File: src/wakeup_filter_pkg.sv
// What this block does
// - load checksum with all ones at frame start
// - checksum advances only on selected bytes
// - eight chained terms per selected byte
// - new bits 14 to 10 from old bits
// - new bits 7 to 0 from terms
// - pattern offset zero is first destination byte
// - broadcast, multicast, address match and filter enables
// - detection only while wake frame enable set
// - irq mask bit 8 gates wake event
// - match sets received flag and triggered flag
// - mask bit j selects byte offset plus j
// - wake only in five address cases
// - match needs good frame check and checksum
package wakeup_filter_pkg;

  // register byte addresses
  localparam logic [7:0] ADDR_WAKE_CTRL   = 8'h00;  // wakeup_ctrl_status
  localparam logic [7:0] ADDR_CFG_A       = 8'h04;  // filter_config_a
  localparam logic [7:0] ADDR_CFG_B       = 8'h08;  // filter_config_b
  localparam logic [7:0] ADDR_MASK0       = 8'h0C;  // filter_byte_mask words 0..3
  localparam logic [7:0] ADDR_MASK3       = 8'h18;
  localparam logic [7:0] ADDR_MAC_LO      = 8'h1C;  // wake_mac_addr_lo
  localparam logic [7:0] ADDR_MAC_MID     = 8'h20;  // wake_mac_addr_mid
  localparam logic [7:0] ADDR_MAC_HI      = 8'h24;  // wake_mac_addr_hi
  localparam logic [7:0] ADDR_IRQ_STATUS  = 8'h28;  // irq source flags
  localparam logic [7:0] ADDR_IRQ_MASK    = 8'h2C;  // phy_irq_mask

  // wakeup_ctrl_status fields
  localparam int WAKE_EN_BIT   = 0;  // wake_frame_enable
  localparam int WAKE_RCVD_BIT = 1;  // wake_frame_received, write one to clear

  // filter_config_a fields
  localparam int CFGA_OFFSET_LSB  = 0;   // pattern offset
  localparam int CFGA_OFFSET_W    = 8;
  localparam int CFGA_ADDR_EN_BIT = 24;  // address match enable
  localparam int CFGA_MCAST_BIT   = 25;  // any multicast enable
  localparam int CFGA_BCAST_BIT   = 26;  // broadcast enable
  localparam int CFGA_TRIG_BIT    = 30;  // filter triggered, write one to clear
  localparam int CFGA_EN_BIT      = 31;  // filter enable

  // interrupt bit of the wake event
  localparam int IRQ_WOL_BIT = 8;

  // widths and values
  localparam int          CRC_W     = 16;
  localparam logic [15:0] CRC_INIT  = 16'hFFFF;
  localparam int          MASK_BITS = 128;
  localparam int          MAC_BYTES = 6;
  localparam int          CNT_W     = 16;
  localparam logic [31:0] RESET_WORD = 32'h0000_0000;

endpackage

File: src/wakeup_frame_crc_filter.sv
// Design decisions made here: the register offsets and register access over APB.
`timescale 1ns/1ns
module wakeup_frame_crc_filter #(
  parameter int OFFSET_W = wakeup_filter_pkg::CFGA_OFFSET_W  // pattern offset width
) (
  input  wire logic        clk_sys,
  input  wire logic        reset_n,
  // apb slave
  input  wire logic        psel,
  input  wire logic        penable,
  input  wire logic        pwrite,
  input  wire logic [7:0]  paddr,
  input  wire logic [31:0] pwdata,
  output logic [31:0]      prdata,
  output logic             pready,
  output logic             pslverr,
  // receive byte stream
  input  wire logic        rxStart,
  input  wire logic        rxValid,
  input  wire logic [7:0]  rxData,
  input  wire logic        rxEnd,
  input  wire logic        rxFrameOk,
  // wake interrupt
  output logic             irq
);

  //////////////////////////////////////////////////////////////////////////////
  // functions

  // one byte step of the running checksum
  // data bit 0 enters first, the order in which bits leave the wire
  // the terms chain, so each one folds in all lower data bits
  function automatic logic [15:0] crcStep(input logic [15:0] c, input logic [7:0] d);
    logic [7:0]  t;
    logic [15:0] n;
    t[0] = c[15] ^ d[0];
    for (int k = 1; k < 8; k++) begin
      t[k] = c[15-k] ^ t[k-1] ^ d[k];
    end
    n[15] = c[7] ^ t[7];
    n[14:10] = c[6:2];
    n[9] = c[1] ^ t[0];
    n[8] = c[0] ^ t[1];
    for (int b = 2; b < 8; b++) begin
      n[b] = t[7-b] ^ t[9-b];
    end
    n[1] = t[6];
    n[0] = t[7];
    return n;
  endfunction

  // apply a write-one-to-clear with the hardware set winning
  // shared by all three sticky flags
  function automatic logic stickyNext(input logic q, input logic clr, input logic set);
    return (q & ~clr) | set;
  endfunction

  //////////////////////////////////////////////////////////////////////////////
  // register state

  logic                wakeEn_q;         // wake_frame_enable
  logic                wakeRcvd_q;       // wake_frame_received
  logic [OFFSET_W-1:0] patOffset_q;      // pattern offset
  logic                addrEn_q;         // address match enable
  logic                mcastEn_q;        // any multicast enable
  logic                bcastEn_q;        // broadcast enable
  logic                filtEn_q;         // filter enable
  logic                filtTrig_q;       // filter triggered
  logic [15:0]         expCrc_q;         // expected checksum
  // the 128-bit mask is small enough to sit in flops, no memory macro
  logic [31:0]         maskWord_q [4];   // filter_byte_mask words
  logic [15:0]         macLo_q;          // bytes 0 and 1 of the wake address
  logic [15:0]         macMid_q;         // bytes 2 and 3
  logic [15:0]         macHi_q;          // bytes 4 and 5
  logic                irqStat_q;        // wake event source flag
  logic                irqMask_q;        // wake event mask

  // apb output flops
  logic [31:0]         prdata_q;
  logic                pready_q;
  logic                pslverr_q;
  logic                irq_q;

  //////////////////////////////////////////////////////////////////////////////
  // frame tracking state
  // these restart at every rxStart, so a cut frame leaves nothing behind

  logic [15:0]         crc_q;            // running checksum
  logic [15:0]         crc_d;
  logic [15:0]         byteCnt_q;        // frame byte index, saturates
  logic                inFrame_q;        // between start and end
  logic                daBcast_q;        // destination all ones so far
  logic                daMatch_q;        // destination equals wake address so far
  logic                daMcast_q;        // group bit of first destination byte

  //////////////////////////////////////////////////////////////////////////////
  // apb decode

  // every transfer completes in its first access cycle; no wait states
  // unmapped addresses decode to nothing, so a write there changes no state
  wire setupPhase  = psel & ~penable;                 // first cycle of a transfer
  wire accessDone  = psel & penable & pready_q;       // completing cycle
  wire wrDone      = accessDone & pwrite;             // write takes effect here
  wire selCtrl     = (paddr == wakeup_filter_pkg::ADDR_WAKE_CTRL);
  wire selCfgA     = (paddr == wakeup_filter_pkg::ADDR_CFG_A);
  wire selCfgB     = (paddr == wakeup_filter_pkg::ADDR_CFG_B);
  wire selMask     = (paddr >= wakeup_filter_pkg::ADDR_MASK0) &&
                     (paddr <= wakeup_filter_pkg::ADDR_MASK3) && (paddr[1:0] == 2'b00);
  wire selMacLo    = (paddr == wakeup_filter_pkg::ADDR_MAC_LO);
  wire selMacMid   = (paddr == wakeup_filter_pkg::ADDR_MAC_MID);
  wire selMacHi    = (paddr == wakeup_filter_pkg::ADDR_MAC_HI);
  wire selIrqStat  = (paddr == wakeup_filter_pkg::ADDR_IRQ_STATUS);
  wire selIrqMask  = (paddr == wakeup_filter_pkg::ADDR_IRQ_MASK);
  wire mapped      = selCtrl | selCfgA | selCfgB | selMask | selMacLo | selMacMid |
                     selMacHi | selIrqStat | selIrqMask;
  wire [7:0] maskOfs = paddr - wakeup_filter_pkg::ADDR_MASK0;
  wire [1:0] maskIdx = maskOfs[3:2];                  // which mask word

  // read data assembly, if and else-if chain per address
  logic [31:0] rdMux;
  always_comb begin
    rdMux = wakeup_filter_pkg::RESET_WORD;
    if (selCtrl) begin
      rdMux[wakeup_filter_pkg::WAKE_EN_BIT]   = wakeEn_q;
      rdMux[wakeup_filter_pkg::WAKE_RCVD_BIT] = wakeRcvd_q;
    end else if (selCfgA) begin
      rdMux[wakeup_filter_pkg::CFGA_OFFSET_LSB +: OFFSET_W] = patOffset_q;
      rdMux[wakeup_filter_pkg::CFGA_ADDR_EN_BIT] = addrEn_q;
      rdMux[wakeup_filter_pkg::CFGA_MCAST_BIT]   = mcastEn_q;
      rdMux[wakeup_filter_pkg::CFGA_BCAST_BIT]   = bcastEn_q;
      rdMux[wakeup_filter_pkg::CFGA_TRIG_BIT]    = filtTrig_q;
      rdMux[wakeup_filter_pkg::CFGA_EN_BIT]      = filtEn_q;
    end else if (selCfgB) begin
      rdMux[15:0] = expCrc_q;
    end else if (selMask) begin
      rdMux = maskWord_q[maskIdx];
    end else if (selMacLo) begin
      rdMux[15:0] = macLo_q;
    end else if (selMacMid) begin
      rdMux[15:0] = macMid_q;
    end else if (selMacHi) begin
      rdMux[15:0] = macHi_q;
    end else if (selIrqStat) begin
      rdMux[wakeup_filter_pkg::IRQ_WOL_BIT] = irqStat_q;
    end else if (selIrqMask) begin
      rdMux[wakeup_filter_pkg::IRQ_WOL_BIT] = irqMask_q;
    end
  end

  // apb answer: one wait-free access phase, data sampled in setup
  // read data is captured in setup so it stands through the access cycle
  // trade-off: zero wait states means every read source must settle in one cycle
  always_ff @(posedge clk_sys) begin
    if (!reset_n) begin
      prdata_q  <= wakeup_filter_pkg::RESET_WORD;
      pready_q  <= 1'b0;
      pslverr_q <= 1'b0;
    end else begin
      pready_q  <= setupPhase;
      pslverr_q <= setupPhase & ~mapped;   // unmapped address errors
      if (setupPhase) begin
        prdata_q <= rdMux;
      end
    end
  end

  //////////////////////////////////////////////////////////////////////////////
  // frame byte selection and address checks
  // bytes before the offset or past the 128-byte window never touch the checksum
  // limitation: the byte index saturates, so only the first 64k bytes are seen

  wire [15:0] offsetExt = {{(16-OFFSET_W){1'b0}}, patOffset_q};
  wire [15:0] relIdx    = byteCnt_q - offsetExt;       // index into the byte mask
  wire        inWindow  = (byteCnt_q >= offsetExt) &&
                          (relIdx < 16'(wakeup_filter_pkg::MASK_BITS));
  wire        maskBit   = maskWord_q[relIdx[6:5]][relIdx[4:0]];
  wire        takeByte  = inFrame_q & rxValid & inWindow & maskBit;
  wire        daByte    = inFrame_q & rxValid &
                          (byteCnt_q < 16'(wakeup_filter_pkg::MAC_BYTES));
  wire [47:0] macAll    = {macHi_q, macMid_q, macLo_q};  // byte 0 in bits 7:0
  wire [7:0]  macByte   = macAll[byteCnt_q[2:0]*8 +: 8];
  wire        daLong    = (byteCnt_q >= 16'(wakeup_filter_pkg::MAC_BYTES));

  // checksum next value
  // unselected bytes and idle gaps leave the value alone
  always_comb begin
    crc_d = crc_q;
    if (rxStart) begin
      crc_d = wakeup_filter_pkg::CRC_INIT;
    end else if (takeByte) begin
      crc_d = crcStep(crc_q, rxData);
    end
  end

  // frame trackers; a new start always restarts the checksum
  // rxStart wins over rxEnd and rxValid arriving in the same cycle
  // trade-off: the address is compared byte by byte, so no destination is stored
  always_ff @(posedge clk_sys) begin
    if (!reset_n) begin
      crc_q     <= wakeup_filter_pkg::CRC_INIT;
      byteCnt_q <= 16'h0000;
      inFrame_q <= 1'b0;
      daBcast_q <= 1'b0;
      daMatch_q <= 1'b0;
      daMcast_q <= 1'b0;
    end else begin
      crc_q <= crc_d;
      if (rxStart) begin
        byteCnt_q <= 16'h0000;
        inFrame_q <= 1'b1;
        daBcast_q <= 1'b1;
        daMatch_q <= 1'b1;
        daMcast_q <= 1'b0;
      end else begin
        if (rxEnd) begin
          inFrame_q <= 1'b0;
        end
        if (inFrame_q & rxValid & (byteCnt_q != 16'hFFFF)) begin
          byteCnt_q <= byteCnt_q + 16'h0001;  // saturate on huge frames
        end
        if (daByte) begin
          daBcast_q <= daBcast_q & (rxData == 8'hFF);
          daMatch_q <= daMatch_q & (rxData == macByte);
          if (byteCnt_q == 16'h0000) begin
            daMcast_q <= rxData[0];
          end
        end
      end
    end
  end

  //////////////////////////////////////////////////////////////////////////////
  // wake decision at end of frame

  // the destination class is only known once six bytes have passed
  // a broadcast also has the group bit set; it is classed as broadcast only
  // a frame too short to hold a full destination counts as a unicast without an address hit
  wire isBcast   = daLong & daBcast_q;
  wire isMcast   = daLong & daMcast_q & ~daBcast_q;
  wire addrHit   = daLong & daMatch_q;
  wire addrOk    = isBcast ? bcastEn_q :
                   isMcast ? (mcastEn_q | (addrEn_q & addrHit)) :
                   (~addrEn_q | addrHit);
  wire crcOk     = (crc_q == expCrc_q);
  wire frameDone = inFrame_q & rxEnd & ~rxStart;
  wire wakeHit   = frameDone & rxFrameOk & crcOk & addrOk &
                   filtEn_q & wakeEn_q;

  //////////////////////////////////////////////////////////////////////////////
  // register writes and sticky flags

  wire [31:0] wd      = pwdata;
  wire        wrCtrl  = wrDone & selCtrl;
  wire        wrCfgA  = wrDone & selCfgA;
  wire        wrIrqS  = wrDone & selIrqStat;
  wire        wrIrqM  = wrDone & selIrqMask;

  // next wake source flag and mask; the irq flop takes both so that a mask or
  // clear write moves irq on the same edge as the register it changes
  // without this, irq would lag a mask write by one cycle
  wire        irqStatNext = stickyNext(irqStat_q,
                                       wrIrqS & wd[wakeup_filter_pkg::IRQ_WOL_BIT], wakeHit);
  wire        irqMaskNext = wrIrqM ? wd[wakeup_filter_pkg::IRQ_WOL_BIT] : irqMask_q;

  // configuration registers written by software
  // reserved bits are dropped on write and read back as zero
  // software sets the enables last, so a half-built filter never fires
  always_ff @(posedge clk_sys) begin
    if (!reset_n) begin
      wakeEn_q    <= 1'b0;
      patOffset_q <= '0;
      addrEn_q    <= 1'b0;
      mcastEn_q   <= 1'b0;
      bcastEn_q   <= 1'b0;
      filtEn_q    <= 1'b0;
      expCrc_q    <= 16'h0000;
      macLo_q     <= 16'h0000;
      macMid_q    <= 16'h0000;
      macHi_q     <= 16'h0000;
      irqMask_q   <= 1'b0;
      for (int i = 0; i < 4; i++) begin
        maskWord_q[i] <= 32'h0000_0000;
      end
    end else begin
      if (wrCtrl) begin
        wakeEn_q <= wd[wakeup_filter_pkg::WAKE_EN_BIT];
      end
      if (wrCfgA) begin
        patOffset_q <= wd[wakeup_filter_pkg::CFGA_OFFSET_LSB +: OFFSET_W];
        addrEn_q    <= wd[wakeup_filter_pkg::CFGA_ADDR_EN_BIT];
        mcastEn_q   <= wd[wakeup_filter_pkg::CFGA_MCAST_BIT];
        bcastEn_q   <= wd[wakeup_filter_pkg::CFGA_BCAST_BIT];
        filtEn_q    <= wd[wakeup_filter_pkg::CFGA_EN_BIT];
      end
      if (wrDone & selCfgB) begin
        expCrc_q <= wd[15:0];
      end
      if (wrDone & selMask) begin
        maskWord_q[maskIdx] <= wd;
      end
      if (wrDone & selMacLo) begin
        macLo_q <= wd[15:0];
      end
      if (wrDone & selMacMid) begin
        macMid_q <= wd[15:0];
      end
      if (wrDone & selMacHi) begin
        macHi_q <= wd[15:0];
      end
      if (wrDone & selIrqMask) begin
        irqMask_q <= wd[wakeup_filter_pkg::IRQ_WOL_BIT];
      end
    end
  end

  // sticky flags: a hit in the clearing cycle still sets the flag
  // a clear in the same cycle as a hit loses, so no wake event is missed
  always_ff @(posedge clk_sys) begin
    if (!reset_n) begin
      wakeRcvd_q <= 1'b0;
      filtTrig_q <= 1'b0;
      irqStat_q  <= 1'b0;
      irq_q      <= 1'b0;
    end else begin
      wakeRcvd_q <= stickyNext(wakeRcvd_q,
                               wrCtrl & wd[wakeup_filter_pkg::WAKE_RCVD_BIT], wakeHit);
      filtTrig_q <= stickyNext(filtTrig_q,
                               wrCfgA & wd[wakeup_filter_pkg::CFGA_TRIG_BIT], wakeHit);
      irqStat_q  <= irqStatNext;
      irq_q      <= irqStatNext & irqMaskNext;
    end
  end

  //////////////////////////////////////////////////////////////////////////////
  // outputs straight from flops
  // nothing combinational reaches a pin, so timing at the boundary is clean

  assign prdata  = prdata_q;
  assign pready  = pready_q;
  assign pslverr = pslverr_q;
  assign irq     = irq_q;

endmodule

File: config.mk
export PLATFORM = sky130hd
export DESIGN_NAME = wakeup_frame_crc_filter
export DESIGN_NICKNAME = d
export VERILOG_FILES = /design/src/wakeup_filter_pkg.sv /design/src/wakeup_frame_crc_filter.sv
export SDC_FILE = /design/constraint.sdc
export NUM_CORES = 1
export LEC_CHECK = 0
export ABC_AREA = 1
export ABC_CLOCK_PERIOD_IN_PS = 6000
export BUFFER_PORTS_ARGS = -buffer_cell sky130_fd_sc_hd__buf_4
export CORE_MARGIN = 1.5
export CORE_UTILIZATION = 49
export DETAILED_ROUTE_END_ITERATION = 16
export GPL_ROUTABILITY_DRIVEN = 0
export PLACE_DENSITY = 0.74
export RECOVER_POWER = 50
export SYNTH_ARGS = -nofsm -noshare
export SYNTH_HDL_FRONTEND = slang
export SYNTH_SLANG_ARGS = --single-unit
File: constraint.sdc
create_clock -name clk_sys -period 6 [get_ports clk_sys]
set_clock_uncertainty 0.2 [all_clocks]
set_input_delay 1.2 -clock clk_sys [delete_from_list [all_inputs] [get_ports clk_sys]]
set_output_delay 1.2 -clock clk_sys [all_outputs]
set_load 0.01 [all_outputs]
==> metrics.log <==
[metrics] die height: 177 um
[metrics] Core Region: 29,700 um^2
[metrics] origin of the critical flop-to-flop path: byteCnt_q[1]$_SDFFE_PP0P_
[metrics] static leakage power: 6.54 nW
[metrics] half-perimeter wire length of the detailed placement result: 31.3 mm
[metrics] number of buffers created by CTS: 31
[metrics] Buf+Inv Stages, Crit Path: 5
[metrics] final std cells w/o fill: 2,367
[metrics] number of flops mapped to enable cells by yosys: ~130
[metrics] number of distinct library cells after synthesis: 50
[metrics] crit path kind: input port to flop
[metrics] cell at the root of the clock tree: sky130_fd_sc_hd__clkbuf_16
[metrics] TritonCTS clock tree: yes
[metrics] final setup TNS: 0 ps
[metrics] First-pass DRT Iterations: 8
[metrics] Placed Cells incl. Taps: 2,310
[metrics] number of synthesized register bits: 280
[metrics] number of nets with antenna violations after routing: 0
[metrics] source of the worst hold timing path: prdata[20]$_SDFFE_PN0P_
[metrics] number of nets in the final layout: 2,026
[metrics] detailed-route wire length per cell: 20.0 um
[metrics] Synth Instances: roughly 1.9k
[metrics] Hold Vio Cnt, Final: 0
[metrics] slew at the pin with the worst max-slew slack: between 2000 and 2500 ps
[metrics] I/O pin cnt: ~90
[metrics] largest fanout on the critical path: 41
[metrics] Post-route DRC: 0
[metrics] x dimension of the die: 177 um
[metrics] Clock Pin Slew Worst Setup and Hold Paths: around 60 ps
[metrics] most instantiated flip-flop cell in the synthesis netlist: sky130_fd_sc_hd__dfxtp_1
[metrics] post-CTS setup buffer count: 0
[metrics] largest net degree at the start of global routing: 68
[metrics] MaxCap Viol Count: 5
[metrics] cell class contributing the biggest share of worst-path delay: buffers and inverters
[metrics] Final Core Density: 56.0%
[metrics] Via-to-Cell Ratio: about 6.1
[metrics] Syn-to-layout area delta: 12.2%
[metrics] fraction of layout instances using a drive strength above 1: 7.18%
[metrics] CP max-delay cell: sky130_fd_sc_hd__clkbuf_1
[metrics] average instance area after synthesis: 7.72 um^2
[metrics] Reg2Reg Setup Slack: between 1000 and 1500 ps
[metrics] max-slew violation count: 216
[metrics] Synthesized Nets: 1,993
[metrics] Crit path largest cell delay: 1240 ps
[metrics] H-tree lvl count: 1
[metrics] number of failing setup endpoints in the final timing report: 0
[metrics] startpoint kind of the worst setup timing path: input port
[metrics] count of clock tree sinks: 280
[metrics] violations in the final reports: max-capacitance violations, max-slew violations
[metrics] sequence of cells on the critical path: clkbuf_1, clkinv_1, buf_4, nor2_1, clkbuf_1, clkinv_1, a21oi_1, o21a_1
[metrics] number of placement rows: 63
[metrics] Power, Total: 4.39 mW
[metrics] worst IR drop on VDD: 0.000225 V
[metrics] Slew HR: -35.6%
[metrics] Worst EP arrival: 5270 ps
[metrics] setup repair after global routing missed its margin: no
[metrics] initial standard-cell utilization of the core: 49.9%
[metrics] number of hold buffers added after CTS: 0
[metrics] data required time at the worst endpoint: 6310 ps
[metrics] final cycle utilization of the critical path: ~83%
[metrics] Port Buffers: between 90 and 100
[metrics] GRT Util Overall: 29.9%
[metrics] P per Cell Area: approximately 260 nW/um^2
[metrics] total inserted antenna cells: 0
[metrics] maximum clock frequency: 202 MHz
[metrics] type of the worst min-delay path: flop to flop
[metrics] vias in the first global route: 13.4k
[metrics] sequential cell area fraction in the yosys report: a little under half
[metrics] endpoint with the worst hold slack: prdata[20]$_SDFFE_PN0P_
[metrics] Worst Reg-to-Reg Cells: 19
[metrics] Cell Area, Synth: 14,800 um^2
[metrics] remaining global-route overflow: 0
[metrics] vias: 14.4k
[metrics] clock network latency to the later pin of the worst-skew pair: 570 ps
[metrics] initial antenna violation count: 0
[metrics] status: complete, but fails checks
[metrics] Critical Path Sink Type: flop
[metrics] count of warnings emitted by yosys: 0
[metrics] violation count after the first detailed-route iteration: 1,756
[metrics] total wire length: 47.3 mm
[metrics] Post-CTS Resized: 0
[metrics] Min Hold Slack: 264 ps
[metrics] FFs w/ async S/R, synth: 0%
[metrics] clk buf depth: 3
[metrics] r2r endpoint: crc_q[8]$_SDFFE_PP1P_
[metrics] clock period minus worst slack: about 5000 ps
[metrics] die area: 31,300 um^2
[metrics] first-pass GRT wire length: 73.1 mm
[metrics] WHS Path Cells: 2
-- how the worst max path moves through the flow --
stage / startpoint / end / cells after the start
final: reset_n / byteCnt_q[6]$_SDFFE_PP0P_ / 8
after floorplan: paddr[2] / maskWord_q[3][0]$_DFFE_PP_ / 10
after global routing: reset_n / byteCnt_q[6]$_SDFFE_PP0P_ / 8
after CTS: byteCnt_q[1]$_SDFFE_PP0P_ / crc_q[8]$_SDFFE_PP1P_ / 19
after detailed placement: byteCnt_q[1]$_SDFFE_PP0P_ / crc_q[8]$_SDFFE_PP1P_ / 20
after global placement: byteCnt_q[1]$_SDFFE_PP0P_ / crc_q[5]$_SDFFE_PP1P_ / 20
-- logic make-up after synthesis --
| group | after synthesis | share of synthesized area [%] |
|---|---|---|
| adder cells (fa/ha/maj) | 16 | 1.40 |
| buffers and inverters | 293 | 7.82 |
| XOR/XNOR | 39 | 2.30 |
| AND/OR/NAND/NOR | 842 | 24.9 |
| multiplexers | 1 | 0.0759 |
| flip-flops | 280 | 46.4 |
| AO/OA/AOI/OAI | 449 | 17.1 |
-- metrics by stage --
stage | instance area [um^2] | setup slack, ps
detailed placement | 15700 | 1390
global placement | 15700 | 1470
finish | 16600 | 1050
CTS | 16800 | 1360
global route | 16600 | 853
floorplan | 14800 | 5.93
-- metal layers --
layer  vias to the layer above  wire [um]  track usage, %  share of wire [%]
met2                       845      20400            45.5                 43
met5                         -          0               0                  0
met1                      6764      19300            40.8                 41
met3                       142       5030            5.15                 11
li1                       6688          -               -                  -
met4                         0       2520            15.9                5.3
-- synthesized netlist by cell type (12+ instances only) --
master                     count  area [um^2]
sky130_fd_sc_hd__nor3_1       46          230
sky130_fd_sc_hd__o221ai_1     12          105
sky130_fd_sc_hd__o22ai_1      19          119
sky130_fd_sc_hd__nor2_1      190          713
sky130_fd_sc_hd__nand3_1     225         1130
sky130_fd_sc_hd__xor2_1       29          254
sky130_fd_sc_hd__buf_2        15         75.1
sky130_fd_sc_hd__clkbuf_1     88          330
sky130_fd_sc_hd__nand4_1      34          213
sky130_fd_sc_hd__inv_1       166          623
sky130_fd_sc_hd__ha_1         15          188
sky130_fd_sc_hd__nand2_1     326         1220
sky130_fd_sc_hd__a21oi_1     174          871
sky130_fd_sc_hd__o211ai_1     34          255
sky130_fd_sc_hd__edfxtp_1    128         3840
sky130_fd_sc_hd__dfxtp_1     152         3040
sky130_fd_sc_hd__o21ai_0     170          851
-- area by class of cell --
class	instances	area, um^2
clock inverters	13	141
well taps	390	488
fillers	2737	13100
inverters	175	657
repair buffers	118	718
clock buffers	44	938
flip-flops and latches	280	6890
multi-input cells	1347	6810
-- worst reg2reg max path, stage by stage (launching register included) --
cell                       delay (ps)
sky130_fd_sc_hd__dfxtp_1          850
sky130_fd_sc_hd__clkinv_1         760
sky130_fd_sc_hd__fa_1             660
sky130_fd_sc_hd__inv_1             90
sky130_fd_sc_hd__nand3_1           70
sky130_fd_sc_hd__nand3_1          120
sky130_fd_sc_hd__nand2_1          100
sky130_fd_sc_hd__nand3_1           80
sky130_fd_sc_hd__nand2_1           60
sky130_fd_sc_hd__buf_4            270
sky130_fd_sc_hd__nand3_1          170
sky130_fd_sc_hd__nand3_1           90
sky130_fd_sc_hd__nand3_1          150
sky130_fd_sc_hd__nand3_1          120
sky130_fd_sc_hd__nand3_1          140
sky130_fd_sc_hd__nand2_1          160
sky130_fd_sc_hd__nand2_4          240
sky130_fd_sc_hd__nand3_4          220
sky130_fd_sc_hd__nand2_1          130
sky130_fd_sc_hd__nand3_1           80
-- cells in the final DEF (no fill, tap or decap), drive strengths merged, types with 73 or more instances in the layout --
cell    count
nand2     331
nand3     227
nor2      192
a21oi     175
o21ai     172
inv       170
dfxtp     152
edfxtp    128
clkbuf     89
buf        73
-- where the power goes --
group	switching [mW]	total [mW]	internal, mW
sequential	0.0184	2.04	2.02
clock	0.788	2.00	1.21
combinational	0.254	0.357	0.102
total	1.06	4.39	3.33
-- sequential cells by signal, summed over array words and instances (netlist names), 8 cells and up --
signal and count:
crc_q 16, byteCnt_q 16, macLo_q 16, prdata 32
expCrc_q 16, maskWord_q 128, macMid_q 16, patOffset_q 8
macHi_q 16
No activity file was read; power rests on OpenSTA's default activity.
